===== src/design/tpi_pkg.sv =====
// How it works
// - lock command clears lock flag: keyboard shunted off loop, red lamp lit.
// - while lock flag is cleared, reading contacts cannot load the character register.
// - high load sets busy bit 5 and writes character msb into bit 5.
// - low load then writes the four low character bits.
// - transmit gives a 25 ms single pulse starting one distributor revolution.
// - each revolution opens the loop first as the start element.
// - then five data elements follow, bit 5 first, down to lowest bit.
// - loop is closed for a 1 bit and open for a 0 bit.
// - clear contact closes mid-revolution; its release resets the whole register.
// - keyboard strobe one-shot gates the five reading-contact bits into the register.
// - request button one-shot sets operator interrupt flag, lighting yellow lamp.
// - after a message processor reads interrupt flag; unlock sets lock flag, red lamp off.
// - character msb is 0 for printable and 1 for functional characters.
package tpi_pkg;
  localparam int CLK_HZ = 50_000_000;
  localparam int MS_PER_S = 1000;
  localparam int START_PULSE_MS = 25;
  // element length of the cam, plain default
  localparam int ELEMENT_MS = 22;
  localparam int START_PULSE_CYCLES = START_PULSE_MS * (CLK_HZ / MS_PER_S);
  localparam int ELEMENT_CYCLES = ELEMENT_MS * (CLK_HZ / MS_PER_S);

  localparam int CHAR_W = 5;
  localparam int LOW_W = 4;
  localparam int MSB_IDX = 4;
  localparam int ELEM_W = 3;
  localparam logic [2:0] ELEM_START = 3'h0;
  localparam logic [2:0] ELEM_FIRST_DATA = 3'h1;
  localparam logic [2:0] ELEM_LAST_DATA = 3'h5;
  localparam logic [2:0] ELEM_CLEAR_CLOSE = 3'h3;
  localparam logic [2:0] ELEM_STOP = 3'h6;

  localparam logic [4:0] CHAR_CLEAR = 5'h00;
  localparam logic [4:0] ANS_BUSY_SET = 5'h10;
  localparam logic [4:0] ANS_FLAG_SET = 5'h01;
  localparam logic [4:0] ANS_ZERO = 5'h00;
  localparam logic KL_RESET = 1'b1;

  typedef enum logic [1:0] {
    TPI_ANS_BUSY,
    TPI_ANS_LOW,
    TPI_ANS_FLAG
  } tpi_ans_kind_t;
endpackage : tpi_pkg


===== src/design/tpi_top.sv =====
module tpi_top #(
  parameter int START_PULSE_CYC = tpi_pkg::START_PULSE_CYCLES,
  parameter int ELEMENT_CYC = tpi_pkg::ELEMENT_CYCLES
) (
  // clock and reset
  input wire logic ref_clk,
  input wire logic rst_n,
  // processor commands, one-cycle strobes
  input wire logic lock_keyboard_command,
  input wire logic unlock_keyboard_command,
  input wire logic load_high_bits_command,
  input wire logic load_low_bits_command,
  input wire logic transmit_command,
  input wire logic read_busy_bit_command,
  input wire logic read_low_bits_command,
  input wire logic read_interrupt_flag_command,
  input wire logic [tpi_pkg::CHAR_W-1:0] processor_accumulator,
  output logic cmd_ready,
  // answers to the processor
  output logic rd_valid,
  input wire logic rd_ready,
  output logic [tpi_pkg::CHAR_W-1:0] rd_data,
  output logic [1:0] rd_kind,
  // teleprinter pins, asynchronous
  input wire logic [tpi_pkg::CHAR_W-1:0] code_contacts,
  input wire logic char_strobe,
  input wire logic request_button,
  // teleprinter drives
  output logic loop_closed,
  output logic distributor_start_relay,
  output logic bit_five_relay,
  output logic lock_drive_relay,
  output logic signal_shunt_relay,
  output logic red_lamp,
  output logic request_lamp_relay,
  output logic end_of_revolution_relay,
  output logic busy_status
);
  localparam int PW = $clog2(START_PULSE_CYC + 1);
  localparam int EW = $clog2(ELEMENT_CYC + 1);
  localparam logic [PW-1:0] PULSE_LAST = PW'(START_PULSE_CYC - 1);
  localparam logic [EW-1:0] ELEM_LAST = EW'(ELEMENT_CYC - 1);
  localparam logic [PW-1:0] PULSE_ZERO = '0;
  localparam logic [EW-1:0] ELEM_ZERO = '0;
  // reset release
  logic rst_s1;
  logic rst_s2;
  always_ff @(posedge ref_clk or negedge rst_n) begin
    if (!rst_n) begin
      rst_s1 <= 1'b0;
      rst_s2 <= 1'b0;
    end else begin
      rst_s1 <= 1'b1;
      rst_s2 <= rst_s1;
    end
  end
  wire logic rst_int_n = rst_s2;
  // pin synchronisers, third stage for edge detect
  logic [tpi_pkg::CHAR_W-1:0] code_s1;
  logic [tpi_pkg::CHAR_W-1:0] code_s2;
  logic strobe_s1;
  logic strobe_s2;
  logic strobe_s3;
  logic button_s1;
  logic button_s2;
  logic button_s3;
  always_ff @(posedge ref_clk or negedge rst_int_n) begin
    if (!rst_int_n) begin
      code_s1 <= tpi_pkg::CHAR_CLEAR;
      code_s2 <= tpi_pkg::CHAR_CLEAR;
      strobe_s1 <= 1'b0;
      strobe_s2 <= 1'b0;
      strobe_s3 <= 1'b0;
      button_s1 <= 1'b0;
      button_s2 <= 1'b0;
      button_s3 <= 1'b0;
    end else begin
      code_s1 <= code_contacts;
      code_s2 <= code_s1;
      strobe_s1 <= char_strobe;
      strobe_s2 <= strobe_s1;
      strobe_s3 <= strobe_s2;
      button_s1 <= request_button;
      button_s2 <= button_s1;
      button_s3 <= button_s2;
    end
  end
  logic strobe_shot;
  logic button_shot;
  assign strobe_shot = strobe_s2 && !strobe_s3;
  assign button_shot = button_s2 && !button_s3;
  logic kl_flag;
  logic op_flag;
  logic busy;
  logic [tpi_pkg::CHAR_W-1:0] char_bits;
  logic pulse_on;
  logic [PW-1:0] pulse_cnt;
  logic dist_run;
  logic [tpi_pkg::ELEM_W-1:0] elem_idx;
  logic [EW-1:0] elem_cnt;
  logic clear_contact;
  logic next_kl_flag;
  logic next_op_flag;
  logic next_busy;
  logic [tpi_pkg::CHAR_W-1:0] next_char_bits;
  logic next_pulse_on;
  logic [PW-1:0] next_pulse_cnt;
  logic next_dist_run;
  logic [tpi_pkg::ELEM_W-1:0] next_elem_idx;
  logic [EW-1:0] next_elem_cnt;
  logic next_clear_contact;
  logic next_loop;
  // answer buffer, two entries
  logic head_valid;
  logic tail_valid;
  logic [tpi_pkg::CHAR_W-1:0] head_data;
  logic [tpi_pkg::CHAR_W-1:0] tail_data;
  logic [1:0] head_kind;
  logic [1:0] tail_kind;
  logic next_head_valid;
  logic next_tail_valid;
  logic [tpi_pkg::CHAR_W-1:0] next_head_data;
  logic [tpi_pkg::CHAR_W-1:0] next_tail_data;
  logic [1:0] next_head_kind;
  logic [1:0] next_tail_kind;
  logic push;
  logic pop;
  logic low_read;
  logic [tpi_pkg::CHAR_W-1:0] push_data;
  logic [1:0] push_kind;
  logic rev_end;
  // read command decode, refused while the buffer is full
  always_comb begin
    push = 1'b0;
    low_read = 1'b0;
    push_data = tpi_pkg::ANS_ZERO;
    push_kind = 2'(tpi_pkg::TPI_ANS_BUSY);
    if (!tail_valid) begin
      if (read_busy_bit_command) begin
        push = 1'b1;
        push_data = busy ? tpi_pkg::ANS_BUSY_SET : tpi_pkg::ANS_ZERO;
        push_kind = 2'(tpi_pkg::TPI_ANS_BUSY);
      end else if (read_low_bits_command) begin
        push = 1'b1;
        low_read = 1'b1;
        push_data = char_bits;
        push_kind = 2'(tpi_pkg::TPI_ANS_LOW);
      end else if (read_interrupt_flag_command) begin
        push = 1'b1;
        push_data = op_flag ? tpi_pkg::ANS_FLAG_SET : tpi_pkg::ANS_ZERO;
        push_kind = 2'(tpi_pkg::TPI_ANS_FLAG);
      end
    end
  end
  assign pop = head_valid && rd_ready;
  always_comb begin
    next_head_valid = head_valid;
    next_head_data = head_data;
    next_head_kind = head_kind;
    next_tail_valid = tail_valid;
    next_tail_data = tail_data;
    next_tail_kind = tail_kind;
    if (pop) begin
      if (tail_valid) begin
        next_head_data = tail_data;
        next_head_kind = tail_kind;
        next_tail_valid = 1'b0;
      end else begin
        next_head_valid = push;
        next_head_data = push_data;
        next_head_kind = push_kind;
      end
    end else if (push) begin
      if (!head_valid) begin
        next_head_valid = 1'b1;
        next_head_data = push_data;
        next_head_kind = push_kind;
      end else begin
        next_tail_valid = 1'b1;
        next_tail_data = push_data;
        next_tail_kind = push_kind;
      end
    end
  end
  always_ff @(posedge ref_clk or negedge rst_int_n) begin
    if (!rst_int_n) begin
      head_valid <= 1'b0;
      tail_valid <= 1'b0;
      head_data <= tpi_pkg::ANS_ZERO;
      tail_data <= tpi_pkg::ANS_ZERO;
      head_kind <= 2'(tpi_pkg::TPI_ANS_BUSY);
      tail_kind <= 2'(tpi_pkg::TPI_ANS_BUSY);
    end else begin
      head_valid <= next_head_valid;
      tail_valid <= next_tail_valid;
      head_data <= next_head_data;
      tail_data <= next_tail_data;
      head_kind <= next_head_kind;
      tail_kind <= next_tail_kind;
    end
  end
  // flags, character register, start pulse and distributor
  always_comb begin
    next_kl_flag = kl_flag;
    next_op_flag = op_flag;
    next_busy = busy;
    next_char_bits = char_bits;
    next_pulse_on = pulse_on;
    next_pulse_cnt = pulse_cnt;
    next_dist_run = dist_run;
    next_elem_idx = elem_idx;
    next_elem_cnt = elem_cnt;
    rev_end = 1'b0;
    if (unlock_keyboard_command) begin
      next_kl_flag = 1'b1;
      next_op_flag = 1'b0;
    end
    if (lock_keyboard_command) begin
      next_kl_flag = 1'b0;
    end
    if (button_shot) begin
      next_op_flag = 1'b1;
    end
    if (pulse_on) begin
      if (pulse_cnt == PULSE_LAST) begin
        next_pulse_on = 1'b0;
      end else begin
        next_pulse_cnt = pulse_cnt + 1'b1;
      end
    end
    if (dist_run) begin
      if (elem_cnt == ELEM_LAST) begin
        next_elem_cnt = ELEM_ZERO;
        if (elem_idx == tpi_pkg::ELEM_STOP) begin
          next_dist_run = 1'b0;
          rev_end = 1'b1;
        end else begin
          next_elem_idx = elem_idx + 1'b1;
        end
      end else begin
        next_elem_cnt = elem_cnt + 1'b1;
      end
    end else if (transmit_command && !pulse_on) begin
      next_pulse_on = 1'b1;
      next_pulse_cnt = PULSE_ZERO;
      next_dist_run = 1'b1;
      next_elem_idx = tpi_pkg::ELEM_START;
      next_elem_cnt = ELEM_ZERO;
    end
    if (rev_end) begin
      next_busy = 1'b0;
      next_char_bits = tpi_pkg::CHAR_CLEAR;
    end else if (low_read && !(strobe_shot && kl_flag && !dist_run)) begin
      next_busy = 1'b0;
      next_char_bits = tpi_pkg::CHAR_CLEAR;
    end else if (!dist_run) begin
      if (load_high_bits_command) begin
        next_busy = 1'b1;
        next_char_bits[tpi_pkg::MSB_IDX] = processor_accumulator[tpi_pkg::MSB_IDX];
      end
      if (load_low_bits_command) begin
        next_char_bits[tpi_pkg::LOW_W-1:0] = processor_accumulator[tpi_pkg::LOW_W-1:0];
      end
      if (strobe_shot && kl_flag) begin
        next_busy = 1'b1;
        next_char_bits = code_s2;
      end
    end
    next_clear_contact = next_dist_run && (next_elem_idx >= tpi_pkg::ELEM_CLEAR_CLOSE);
    if (!next_dist_run) begin
      next_loop = 1'b1;
    end else if (next_elem_idx == tpi_pkg::ELEM_START) begin
      next_loop = 1'b0;
    end else if (next_elem_idx <= tpi_pkg::ELEM_LAST_DATA) begin
      // bit 5 first, then downward
      next_loop = next_char_bits[tpi_pkg::ELEM_LAST_DATA - next_elem_idx];
    end else begin
      next_loop = 1'b1;
    end
  end
  always_ff @(posedge ref_clk or negedge rst_int_n) begin
    if (!rst_int_n) begin
      kl_flag <= tpi_pkg::KL_RESET;
      op_flag <= 1'b0;
      busy <= 1'b0;
      char_bits <= tpi_pkg::CHAR_CLEAR;
      pulse_on <= 1'b0;
      pulse_cnt <= PULSE_ZERO;
      dist_run <= 1'b0;
      elem_idx <= tpi_pkg::ELEM_START;
      elem_cnt <= ELEM_ZERO;
      clear_contact <= 1'b0;
    end else begin
      kl_flag <= next_kl_flag;
      op_flag <= next_op_flag;
      busy <= next_busy;
      char_bits <= next_char_bits;
      pulse_on <= next_pulse_on;
      pulse_cnt <= next_pulse_cnt;
      dist_run <= next_dist_run;
      elem_idx <= next_elem_idx;
      elem_cnt <= next_elem_cnt;
      clear_contact <= next_clear_contact;
    end
  end
  // registered outputs
  always_ff @(posedge ref_clk or negedge rst_int_n) begin
    if (!rst_int_n) begin
      loop_closed <= 1'b1;
      distributor_start_relay <= 1'b0;
      bit_five_relay <= 1'b0;
      lock_drive_relay <= ~tpi_pkg::KL_RESET;
      signal_shunt_relay <= tpi_pkg::KL_RESET;
      red_lamp <= ~tpi_pkg::KL_RESET;
      request_lamp_relay <= 1'b0;
      end_of_revolution_relay <= 1'b0;
      busy_status <= 1'b0;
      cmd_ready <= 1'b0;
      rd_valid <= 1'b0;
      rd_data <= tpi_pkg::ANS_ZERO;
      rd_kind <= 2'(tpi_pkg::TPI_ANS_BUSY);
    end else begin
      loop_closed <= next_loop;
      distributor_start_relay <= next_pulse_on;
      bit_five_relay <= next_char_bits[tpi_pkg::MSB_IDX];
      // operated shunt relay keeps keyboard on the loop
      lock_drive_relay <= ~next_kl_flag;
      signal_shunt_relay <= next_kl_flag;
      red_lamp <= ~next_kl_flag;
      request_lamp_relay <= next_op_flag;
      end_of_revolution_relay <= next_clear_contact;
      busy_status <= next_busy;
      cmd_ready <= !next_tail_valid;
      rd_valid <= next_head_valid;
      rd_data <= next_head_data;
      rd_kind <= next_head_kind;
    end
  end
endmodule // tpi_top


===== config.mk =====
export PLATFORM = sky130hd
export DESIGN_NAME = tpi_top
export DESIGN_NICKNAME = d
export VERILOG_FILES = /design/src/design/tpi_pkg.sv /design/src/design/tpi_top.sv
export SDC_FILE = /design/constraint.sdc
export NUM_CORES = 1
export LEC_CHECK = 0
export BUFFER_PORTS_ARGS = -buffer_cell sky130_fd_sc_hd__buf_2
export CELL_PAD_IN_SITES_DETAIL_PLACEMENT = 0
export CELL_PAD_IN_SITES_GLOBAL_PLACEMENT = 2
export CORE_MARGIN = 4
export CORE_UTILIZATION = 38
export CTS_CLUSTER_DIAMETER = 30
export DETAILED_ROUTE_END_ITERATION = 8
export PLACE_DENSITY_LB_ADDON = 0.08
export SLEW_MARGIN = 20
export SYNTH_ARGS = -nofsm -noshare
export SYNTH_HDL_FRONTEND = slang
export SYNTH_SLANG_ARGS = --single-unit
export TNS_END_PERCENT = 10

===== constraint.sdc =====
create_clock -name ref_clk -period 3.1 [get_ports ref_clk]
set_input_delay 0.93 -clock ref_clk [delete_from_list [all_inputs] [get_ports ref_clk]]
set_output_delay 0.93 -clock ref_clk [all_outputs]
set_load 0.01 [all_outputs]

# After elaboration in Yosys (flattened, before gate mapping)
# Index checks and enable logic that the tools add are counted.
# Widths: inputs -> output; s select.
[op_classes] n_addsub=4 magnitude_cmp=3 n_eq_ne=6 mux=73 n_bitwise=2 reduce_logical=23
[op_table] cell="$mux 21" n=7
[op_table] cell="$mux 5" n=12
[op_table] cell="$add 21x1->21 const B" n=2
[op_table] cell="$eq 21x21->1 const B" n=2
[op_table] cell="$mux 1" n=40
[op_table] cell="$mux 2" n=8
[op_table] cell="$mux 3" n=4
[op_table] cell="$logic_and 1x1->1" n=8
[op_table] cell="$logic_not 1->1" n=6
[op_table] cell="$reduce_and 2->1" n=3
[op_table] cell="$reduce_bool 2->1" n=3
[op_table] cell="$lt 3x4->1 const B" n=1
[op_table] cell="$mux 4" n=1
[op_table] cell="$reduce_bool 4->1" n=1
[op_table] cell="$add 3x1->3 const B" n=1
[op_table] cell="$bmux 1 s3" n=1
[op_table] cell="$eq 3x3->1 const B" n=1
[op_table] cell="$ge 3x2->1 const B" n=1
[op_table] cell="$le 3x3->1 const B" n=1
[op_table] cell="$logic_not 3->1" n=1
[op_table] cell="$ne 3x1->1 const B" n=1
[op_table] cell="$reduce_and 3->1" n=1
[op_table] cell="$sub 3x3->3 const A" n=1
[op_table] cell="$ne 2x1->1 const B" n=1
[op_table] cell="2 further kinds" n=3
[word_totals] regBits=94 out_inout_bits=18 wordCells=141

# Logic depth before layout (Yosys ltp)
# Gate-level depths: netlist of the first run.
[logic_depth] ltp_word=13 ltp_mapped=13 mapped_depth_nobuf=13

# Least setup slack after synthesis of the first run
# Ideal clock, no wire load.
[synth_timing] path_kind="flip-flop to flip-flop" startpoint="register elem_cnt[5]" endpoint="register loop_closed" setup_ps=88 arrival_ps=2420 setup_slack_ps=591 path_stages_with_launch=13 period_less_slack_ps=2509 cell_sequence="dfrtp_1 buf_2 nor4bb_1 nand4_1 buf_2 o41ai_1 a21oi_1 ha_1 nand2b_1 o311ai_0 a31o_2 a41oi_1 a31oi_1"
[synth_between] elab_chain_cells=9 word_cells_on_any_way=16 classes_between="add/sub (1); order compare (1); eq/ne (1); mux (12); reduce/logical (1)"
[synth_lines] item="start: declaration" line="tpi_top.sv:100" rtl="logic [EW-1:0] elem_cnt;"
[synth_lines] item="start signal: assignment" line="tpi_top.sv:302" rtl="elem_cnt <= next_elem_cnt;"
[synth_lines] item="$eq 21x21->1 *" line="tpi_top.sv:232" rtl="if (elem_cnt == ELEM_LAST) begin"
[synth_lines] item="$mux 3 / $mux 1 (equally long branches)" line="tpi_top.sv:232"
[synth_lines] item="$mux 3 / $mux 1 (equally long branches)" line="tpi_top.sv:231" rtl="if (dist_run) begin"
[synth_lines] item="$sub 3x3->3 / $mux 5 (equally long branches)" line="tpi_top.sv:276, tpi_top.sv:250"
[synth_lines] item="$bmux 1 s3" line="tpi_top.sv:276" rtl="next_loop = next_char_bits[tpi_pkg::ELEM_LAST_DATA - next_elem_idx];"
[synth_lines] item="$mux 1 (not written as such)" line="tpi_top.sv:276"
[synth_lines] item="$mux 1" line="tpi_top.sv:274" rtl="end else if (next_elem_idx <= tpi_pkg::ELEM_LAST_DATA) begin"
[synth_lines] item="$mux 1" line="tpi_top.sv:272" rtl="end else if (next_elem_idx == tpi_pkg::ELEM_START) begin"
[synth_lines] item="$mux 1 *" line="tpi_top.sv:270" rtl="if (!next_dist_run) begin"
[synth_lines] item="via next_loop" line="tpi_top.sv:112" rtl="logic next_loop;"
[synth_lines] item="end signal: assignment" line="tpi_top.sv:323" rtl="loop_closed <= next_loop;"
[synth_lines] item="end: declaration" line="tpi_top.sv:29" rtl="output logic loop_closed,"
# The timed path passes the listed nets; every way through them passes the cells marked *. The select of a mux whose other input is x is not followed.
# A chain may end at the register's enable or synchronous reset.

# Worst setup path in the final report of the first run
[layout_timing] startpoint="register elem_cnt[16]" endpoint="register loop_closed"
[layout_between] elab_chain_cells=9 word_cells_on_any_way=16 classes_between="add/sub (1); order compare (1); eq/ne (1); mux (12); reduce/logical (1)"
[layout_lines] item="$eq 21x21->1 *" line="tpi_top.sv:232"
[layout_lines] item="$mux 3 *" line="tpi_top.sv:232"
[layout_lines] item="$mux 3 *" line="tpi_top.sv:231"
[layout_lines] item="via next_elem_idx, one bit" line="tpi_top.sv:109" rtl="logic [tpi_pkg::ELEM_W-1:0] next_elem_idx;"
[layout_lines] item="$sub 3x3->3" line="tpi_top.sv:276"
[layout_lines] item="$bmux 1 s3" line="tpi_top.sv:276"
[layout_lines] item="$mux 1 (not written as such)" line="tpi_top.sv:276"
[layout_lines] item="$mux 1" line="tpi_top.sv:274"
[layout_lines] item="$mux 1 *" line="tpi_top.sv:272"
[layout_lines] item="$mux 1 *" line="tpi_top.sv:270"
[layout_lines] item="via next_loop" line="tpi_top.sv:112"
# Marked as above.

==> results_dict.tcl, run 1 <==
set metrics [dict create \
    grt_overflow 0 \
    die_w_um 116 \
    setup_violations 0 \
    nNetsFinal 529 \
    arrival_ns 3.03 \
    drc 0 \
    synth_area_sq_mm 0.00446 \
    r2r_slack_ns 0.32 \
    p_sw_uw 932 \
    crit_path_cell_trace "nor4_1, and4_1, nand3_1, a31oi_2, inv_1, ha_1, nand2b_1, o311ai_0, a31o_2, a41oi_1, a31oi_1" \
    tns_ns 0 \
    cp_top_family "compound AO/OA/AOI/OAI gates" \
    die-area_sq_mm 0.0135 \
    synth_largest_area_cell "dfrtp_1" \
    final_area_sq_mm 0.00515 \
    hold_viol 0 \
    cts.sinks 93 \
    power_leakage_nw 2.23 \
    initial_core_util 0.389 \
    p_total_mw 3.20 \
    ys.flop_type "dfrtp_1" \
    synth_edf_count 0 \
    die_height_um 116 \
    syn_avg_cell_area_sq_um 9.71 \
    period_needed_ns 2.78 \
    hold_path_class "flip-flop to asynchronous set/reset pin" \
    insertion_delay_ns 0.34 \
    synth_warnings 0 \
    dpl_cell_area_sq_mm 0.00486 \
    start_kind "flip-flop" \
    rsz0062_at_grt "no" \
    grt_pass1_vias 3372 \
    fmax_ghz 0.360 \
    syn2layout_area_growth_pct 15.5 \
    reg2reg_from "elem_cnt[16]" \
    fp.coreArea_sq_mm 0.0115 \
    max-slew-margin-rel 0.359 \
    internal-power_mw 2.27 \
    cts_max_level 3 \
    drive_above_1_share 0.172 \
    postSynthCellCount 459 \
    ir_drop_mv 0.510 \
    portBuffers 40 \
    pwr-share-seq 0.499 \
    diodes 0 \
    path_class "flip-flop to flip-flop" \
    via_per_inst 5.46 \
    vias 3537 \
    grt_max_degree 54 \
    drt-wirelength-per-cell_um 15.7 \
    maxCapViolCount 0 \
    synthArstFlopShare 1.00 \
    crit_fanout 7 \
    gp_congestion 0.802 \
    finalClockSkew_ns 0.00666 \
    reg2reg_depth 11 \
    drv_slew 0 \
    cts_setup_buffers 0 \
    required_ns 3.36 \
    row_count 39 \
    grt_pass1_wl_mm 17.0 \
    wl_mm 10.2 \
    pwr-share-comb 0.166 \
    final_cell_mix "90 x dfrtp_1, 52 x nand2_1, 41 x nor2_1, 40 x buf_2, 32 x o21ai_0" \
    yosysUniqueCellTypes 62 \
    dpl.hpwl_mm 7.17 \
    worst_pin_slew_ns 0.954 \
    yosys_register_bits 93 \
    yosys-top-cells-area "dfrtp_1 51%, nand2_1 4.4%, o21ai_0 3.6%, nor2_1 3.5%, xnor2_1 2.4%" \
    cts_tree "done" \
    synth_nets 488 \
    timing.rr.end "loop_closed" \
    drtPass1Iterations 4 \
    end_kind "flip-flop" \
    slowest_delay_ns 0.44 \
    period_share 0.895 \
    ant_nets 0 \
    cts_buffers 9 \
    path_depth 11 \
    status "finished clean" \
    powerDensity_mw_per_mm2 622 \
    final_common_cell "dfrtp_1" \
    p_clk_frac 0.336 \
    drt_iter0_markers 278 \
    synth_top_area_share 0.511 \
    grt_usage 0.160 \
    cts.path.max_buffers 2 \
    io_pins 41 \
    yosysSeqAreaShare 0.523 \
    slowest_stage "dfrtp_1" \
    p_sw_frac 0.291 \
    whs_ns 0.307 \
    cp_num_buf_inv 1 \
    antenna_found_initial 1 \
    cts.reportedPaths.clkPinSlew_ns 0.06 \
    cts-root-buf "clkbuf_16" \
]
registers in the layout (all words and copies together), names as in the netlist, 2 cells and up:
name,cells
pulse_cnt,21
rd_kind,2
elem_cnt,21
tail_data,5
elem_idx,3
code_s2,5
tail_kind,2
code_s1,5
rd_data,5
char_bits,4
worst max path at each step:
stage | from | endpoint | slack (ns)
after global placement | elem_cnt[16] | loop_closed | 0.35
after floorplan | rst_int_n | bit_five_relay | 0.32
final | elem_cnt[16] | loop_closed | 0.32
after detailed placement | elem_cnt[16] | loop_closed | 0.23
after global routing | elem_cnt[16] | loop_closed | 0.06
after CTS | elem_cnt[16] | loop_closed | 0.22
area by class of cell:
class	instances	area (sq um)
Sequential cell	93	2330
Tap cell	143	179
Clock buffer	11	233
Fill cell	1118	6320
Timing Repair Buffer	53	310
Multi-Input combinational cell	328	1980
Inverter	15	56.3
Clock inverter	5	52.6
worst register-to-register path, stage by stage, from the launching register on:
cell	delay, ns
dfrtp_1	0.44
nor4_1	0.43
and4_1	0.28
nand3_1	0.13
a31oi_2	0.32
inv_1	0.15
ha_1	0.23
nand2b_1	0.07
o311ai_0	0.13
a31o_2	0.24
a41oi_1	0.16
a31oi_1	0.11
timing repair:
action,4_1_cts,5_1_grt
gates resized for setup,0,1
hold buffers,0,0
setup endpoints to repair,0,1
power by group through the flow:
stage / registers [mW] / clock network, mW / logic (mW)
floorplan: 1.59 / 0 / 0.365
global placement: 1.62 / 0 / 0.532
detailed placement: 1.62 / 0 / 0.537
CTS: 1.60 / 1.12 / 0.541
global route: 1.63 / 1.16 / 0.615
finish: 1.60 / 1.07 / 0.530
kinds of logic after synthesis:
group / after synthesis / synth area share
mux: 4 / 0.00982
flops: 93 / 0.523
compound gates: 102 / 0.145
other cells: 1 / 0.000841
buf+inv: 38 / 0.0348
simple gates: 196 / 0.232
xor+xnor: 19 / 0.0373
fa+ha+maj: 6 / 0.0168
layer usage:
layer,vias to the layer above,GRT usage,wire length [um]
met1,1708,0.231,5190
met4,2,0.0394,92
met5,-,0,13
met3,12,0.0497,487
met2,71,0.234,4370
li1,1744,-,-
synth_stat cells (all sizes together) (3+ instances only):
cell type / instances
nor3b: 4
xnor2: 12
nand4: 16
clkbuf: 14
a22o: 3
o211ai: 3
and4: 3
o41ai: 4
o31ai: 8
nor3: 9
nand2b: 3
and3: 11
or3: 4
nor4: 9
mux2: 3
nor2b: 5
inv: 15
dfrtp: 91
o21ai: 35
nor4b: 3
a21oi: 20
and2: 4
or2: 4
ha: 6
nand3b: 3
o21a: 3
buf: 9
or4: 3
nand3: 17
nor2: 41
a31oi: 10
xor2: 7
nand2: 52
stage by stage:
stage / utilization / cells / worst slack, ns
floorplan: - / 459 / 0.321
detailed placement: 0.424 / 632 / 0.234
CTS: 0.448 / 648 / 0.218
finish: 0.449 / 648 / 0.325
global placement: 0.424 / 632 / 0.352
global route: 0.449 / 648 / 0.0562
No activity file was read; power rests on OpenSTA's default activity.
==> run 2, diff against run 1 <==
CTS_BUF_LIST = sky130_fd_sc_hd__clkbuf_16   (was not set)
CTS_CLUSTER_DIAMETER = 80   (was 30)
SKIP_CTS_REPAIR_TIMING = 1   (was not set)
==> results_dict.tcl, run 2 (synthesized netlist as in run 1, its figures left out) <==
set metrics [dict create \
    drt-wirelength-per-cell_um 15.7 \
    rsz0062_at_grt "no" \
    fmax_ghz 0.360 \
    tns_ns 0 \
    cts_tree "done" \
    grt_pass1_vias 3372 \
    drt_iter0_markers 274 \
    end_kind "flip-flop" \
    cts-root-buf "clkbuf_16" \
    final_cell_mix "90 x dfrtp_1, 52 x nand2_1, 41 x nor2_1, 40 x buf_2, 32 x o21ai_0" \
    crit_fanout 7 \
    crit_path_cell_trace "nor4_1, and4_1, nand3_1, a31oi_2, inv_1, ha_1, nand2b_1, o311ai_0, a31o_2, a41oi_1, a31oi_1" \
    slowest_stage "dfrtp_1" \
    power_leakage_nw 2.24 \
    fillers 1118 \
    row_count 39 \
    hold_path_class "flip-flop to asynchronous set/reset pin" \
    period_needed_ns 2.78 \
    grt_max_degree 54 \
    grt_usage 0.160 \
    ant_nets 0 \
    drc 0 \
    grt_overflow 0 \
    powerDensity_mw_per_mm2 620 \
    insertion_delay_ns 0.34 \
    finalClockSkew_ns 0.00626 \
    portBuffers 40 \
    grt_util_met3 0.0497 \
    io_pins 41 \
    grt_busiest_layer "met2" \
    dpl.hpwl_mm 7.17 \
    worst_pin_slew_ns 0.954 \
    drtPass1Iterations 4 \
    diodes 0 \
    fin_cells 648 \
    whs_ns 0.307 \
    max-slew-margin-rel 0.359 \
    antenna_found_initial 1 \
    globalRouteMet1Util 0.231 \
    arrival_ns 3.03 \
    ir_drop_mv 0.510 \
    die_height_um 116 \
    syn2layout_area_growth_pct 15.5 \
    gp_congestion 0.802 \
    cts.sinks 93 \
    path_class "flip-flop to flip-flop" \
    wl_mm 10.2 \
    die-area_sq_mm 0.0135 \
    start_kind "flip-flop" \
    hold_viol 0 \
    via_per_inst 5.45 \
    cts_max_level 3 \
    fp.coreArea_sq_mm 0.0115 \
    period_share 0.895 \
    required_ns 3.36 \
    reg_top3 "elem_cnt (21), pulse_cnt (21)" \
    p_total_mw 3.19 \
    slowest_delay_ns 0.44 \
    vias 3533 \
    final_common_cell "dfrtp_1" \
    grt_pass1_wl_mm 17.0 \
    cts_buffers 9 \
    cts.reportedPaths.clkPinSlew_ns 0.06 \
    use_met2 0.234 \
    initial_core_util 0.389 \
    setup_violations 0 \
    die_w_um 116 \
    dp.cells 632 \
    drv_slew 0 \
    drive_above_1_share 0.172 \
    cts.path.max_buffers 2 \
    maxCapViolCount 0 \
    nNetsFinal 529 \
    status "finished clean" \
]
==> run 2: cell count changes in the layout (fill, tap and decap cells not counted), sizes merged <==
| cell | previous run | this run |
|---|---|---|
| clkbuf | 11 | 9 |
| inv | 15 | 17 |
==> run 2: area by class of cell <==
type	count	area [sq um]	area share
tap	143	179	0.0348
timing repair buffer	53	310	0.0603
clock inverter	7	60.1	0.0117
sequential	93	2330	0.453
multi-input combinational	328	1980	0.385
clock buffer	9	225	0.0437
inverter	15	56.3	0.0109
==> run 2: where the power goes <==
part | total, mW | switching [mW] | internal (mW) | leakage (nW)
combinational | 0.530 | 0.289 | 0.241 | 1.03
sequential | 1.60 | 0.189 | 1.41 | 1.06
clock | 1.07 | 0.454 | 0.615 | 0.148
==> run 2: metal layers <==
layer	vias up	wire length, um
met5	-	13
met4	2	92
li1	1743	-
met3	12	490
met2	65	4390
met1	1711	5190
==> run 2: worst paths after layout <==
kind | depth (start not counted) | slack (ns) | from | to
min reg2reg | 0 | 0.31 | rst_int_n | elem_cnt[4]
min in group ref_clk | 0 | 0.35 | button_s1 | button_s2
max reg2reg | 11 | 0.32 | elem_cnt[16] | loop_closed
min | 0 | 0.31 | rst_int_n | elem_cnt[4]
max in group asynchronous | 1 | 2.07 | rst_int_n | signal_shunt_relay
max | 11 | 0.32 | elem_cnt[16] | loop_closed
==> run 2: worst max-delay path: cells and delay by family, from the launching register on <==
kind | cells | cell delay [ns]
compound gates | 5 | 0.96
fa+ha+maj | 1 | 0.23
buf+inv | 1 | 0.14
flops | 1 | 0.44
simple gates | 4 | 0.91
==> run 2: metrics by stage <==
| stage | worst slack, ns | area, sq um | utilization |
|---|---|---|---|
| after floorplan | 0.321 | 4460 | - |
| after global placement | 0.352 | 4860 | 0.424 |
| after detailed placement | 0.234 | 4860 | 0.424 |
| after CTS | 0.218 | 5140 | 0.448 |
| after global routing | 0.0562 | 5150 | 0.449 |
| final | 0.325 | 5150 | 0.449 |
==> run 3, diff against run 2 <==
REMOVE_ABC_BUFFERS = 1   (was not set)
==> results_dict.tcl, run 3 (synthesized netlist as in run 1, its figures left out) <==
set metrics [dict create \
    worst_pin_slew_ns 0.752 \
    place_ws_ns 0.196 \
    cts_max_level 3 \
    pwr-share-seq 0.493 \
    cts.path.max_buffers 2 \
    setup_violations 0 \
    drive_above_1_share 0.173 \
    reg_top3 "elem_cnt (21), pulse_cnt (21)" \
    start_kind "flip-flop" \
    syn2layout_area_growth_pct 15.3 \
    fp.coreArea_sq_mm 0.0115 \
    internal-power_mw 2.27 \
    final_common_cell "dfrtp_1" \
    nNetsFinal 528 \
    die_height_um 116 \
    whs_ns 0.338 \
    fmax_ghz 0.353 \
    drt_iter0_markers 204 \
    row_count 39 \
    arrival_ns 3.10 \
    max-slew-margin-rel 0.494 \
    p_sw_uw 953 \
    initial_core_util 0.389 \
    hold_path_class "flip-flop to asynchronous set/reset pin" \
    required_ns 3.36 \
    period_share 0.915 \
    finalClockSkew_ns 0.00710 \
    p_sw_frac 0.296 \
    io_pins 41 \
    end_kind "flip-flop" \
    cts_buffers 9 \
    drt-wirelength-per-cell_um 15.3 \
    ant_nets 0 \
    gp_congestion 0.804 \
    powerDensity_mw_per_mm2 627 \
    portBuffers 40 \
    vias 3468 \
    grt_overflow 0 \
    cts.sinks 93 \
    dpl.hpwl_mm 7.00 \
    cts-root-buf "clkbuf_16" \
    pwr-share-comb 0.163 \
    die_w_um 116 \
    crit_fanout 7 \
    insertion_delay_ns 0.34 \
    tns_ns 0 \
    maxCapViolCount 0 \
    path_class "flip-flop to flip-flop" \
    grt_pass1_vias 3271 \
    hold_viol 0 \
    cts.reportedPaths.clkPinSlew_ns 0.07 \
    finalWorstSetupSlack_ns 0.264 \
    ir_drop_mv 0.381 \
    grt_max_degree 45 \
    status "finished clean" \
    period_needed_ns 2.84 \
    drv_slew 0 \
    drtPass1Iterations 4 \
    fillers 1130 \
    p_clk_frac 0.344 \
    grt_usage 0.159 \
    antenna_found_initial 0 \
    diodes 0 \
    cts_tree "done" \
    via_per_inst 5.36 \
    power_leakage_nw 2.22 \
    die-area_sq_mm 0.0135 \
    final_cell_mix "90 x dfrtp_1, 52 x nand2_1, 41 x nor2_1, 40 x buf_2, 32 x o21ai_0" \
    wl_mm 9.91 \
    drc 0 \
    rsz0062_at_grt "no" \
    grt_pass1_wl_mm 16.7 \
]
## run 3: final timing paths
kind	start	endpoint	slack, ns	cells after the start
worst max-delay path	elem_cnt[16]	loop_closed	0.26	11
worst min-delay path	rst_int_n	elem_cnt[2]	0.34	0
worst max register to register	elem_cnt[16]	loop_closed	0.26	11
worst min register to register	rst_int_n	elem_cnt[2]	0.34	0
max in group asynchronous	rst_int_n	loop_closed	1.95	1
min in group ref_clk	button_s1	button_s2	0.35	0
## run 3: through the flow
stage          std cells  power (mW)  utilization  area (sq um)
2_1_floorplan        436        1.94            -          4360
3_3_place_gp         631        2.14        0.422          4840
3_5_place_dp         631        2.15        0.422          4840
4_1_cts              647        3.27        0.448          5130
5_1_grt              647        3.43        0.448          5140
6_report             647        3.23        0.448          5140
## run 3: area by class of cell
type,instances,area (sq um),share of cell area
clock buffers,9,225,0.0438
clock inverters,7,72.6,0.0141
inverters,15,56.3,0.0110
multi-input cells,328,1980,0.386
flip-flops and latches,93,2330,0.454
well taps,143,179,0.0348
repair buffers,52,290,0.0565
## run 3: power by group through the flow
stage / Sequential (mW) / Combinational, mW / Clock, mW
2_1_floorplan: 1.61 / 0.322 / 0
3_3_place_gp: 1.61 / 0.531 / 0
3_5_place_dp: 1.61 / 0.535 / 0
4_1_cts: 1.59 / 0.537 / 1.15
5_1_grt: 1.62 / 0.611 / 1.20
6_report: 1.59 / 0.526 / 1.11
## run 3: layer usage
metal,GRT usage,wire (um),vias to the layer above
li1,-,-,1736
met1,0.230,4940,1672
met2,0.233,4440,47
met3,0.0306,348,13
met4,0.0626,176,0
met5,0,0,-
## run 3: critical path, cell delays in order (launching register included)
cell      delay, ns
dfrtp_1        0.44
nor4_1         0.46
and4_1         0.30
nand3_1        0.14
a31oi_2        0.31
inv_1          0.15
ha_1           0.24
nand2b_1       0.08
o311ai_0       0.12
a31o_2         0.25
a41oi_1        0.17
a31oi_1        0.11
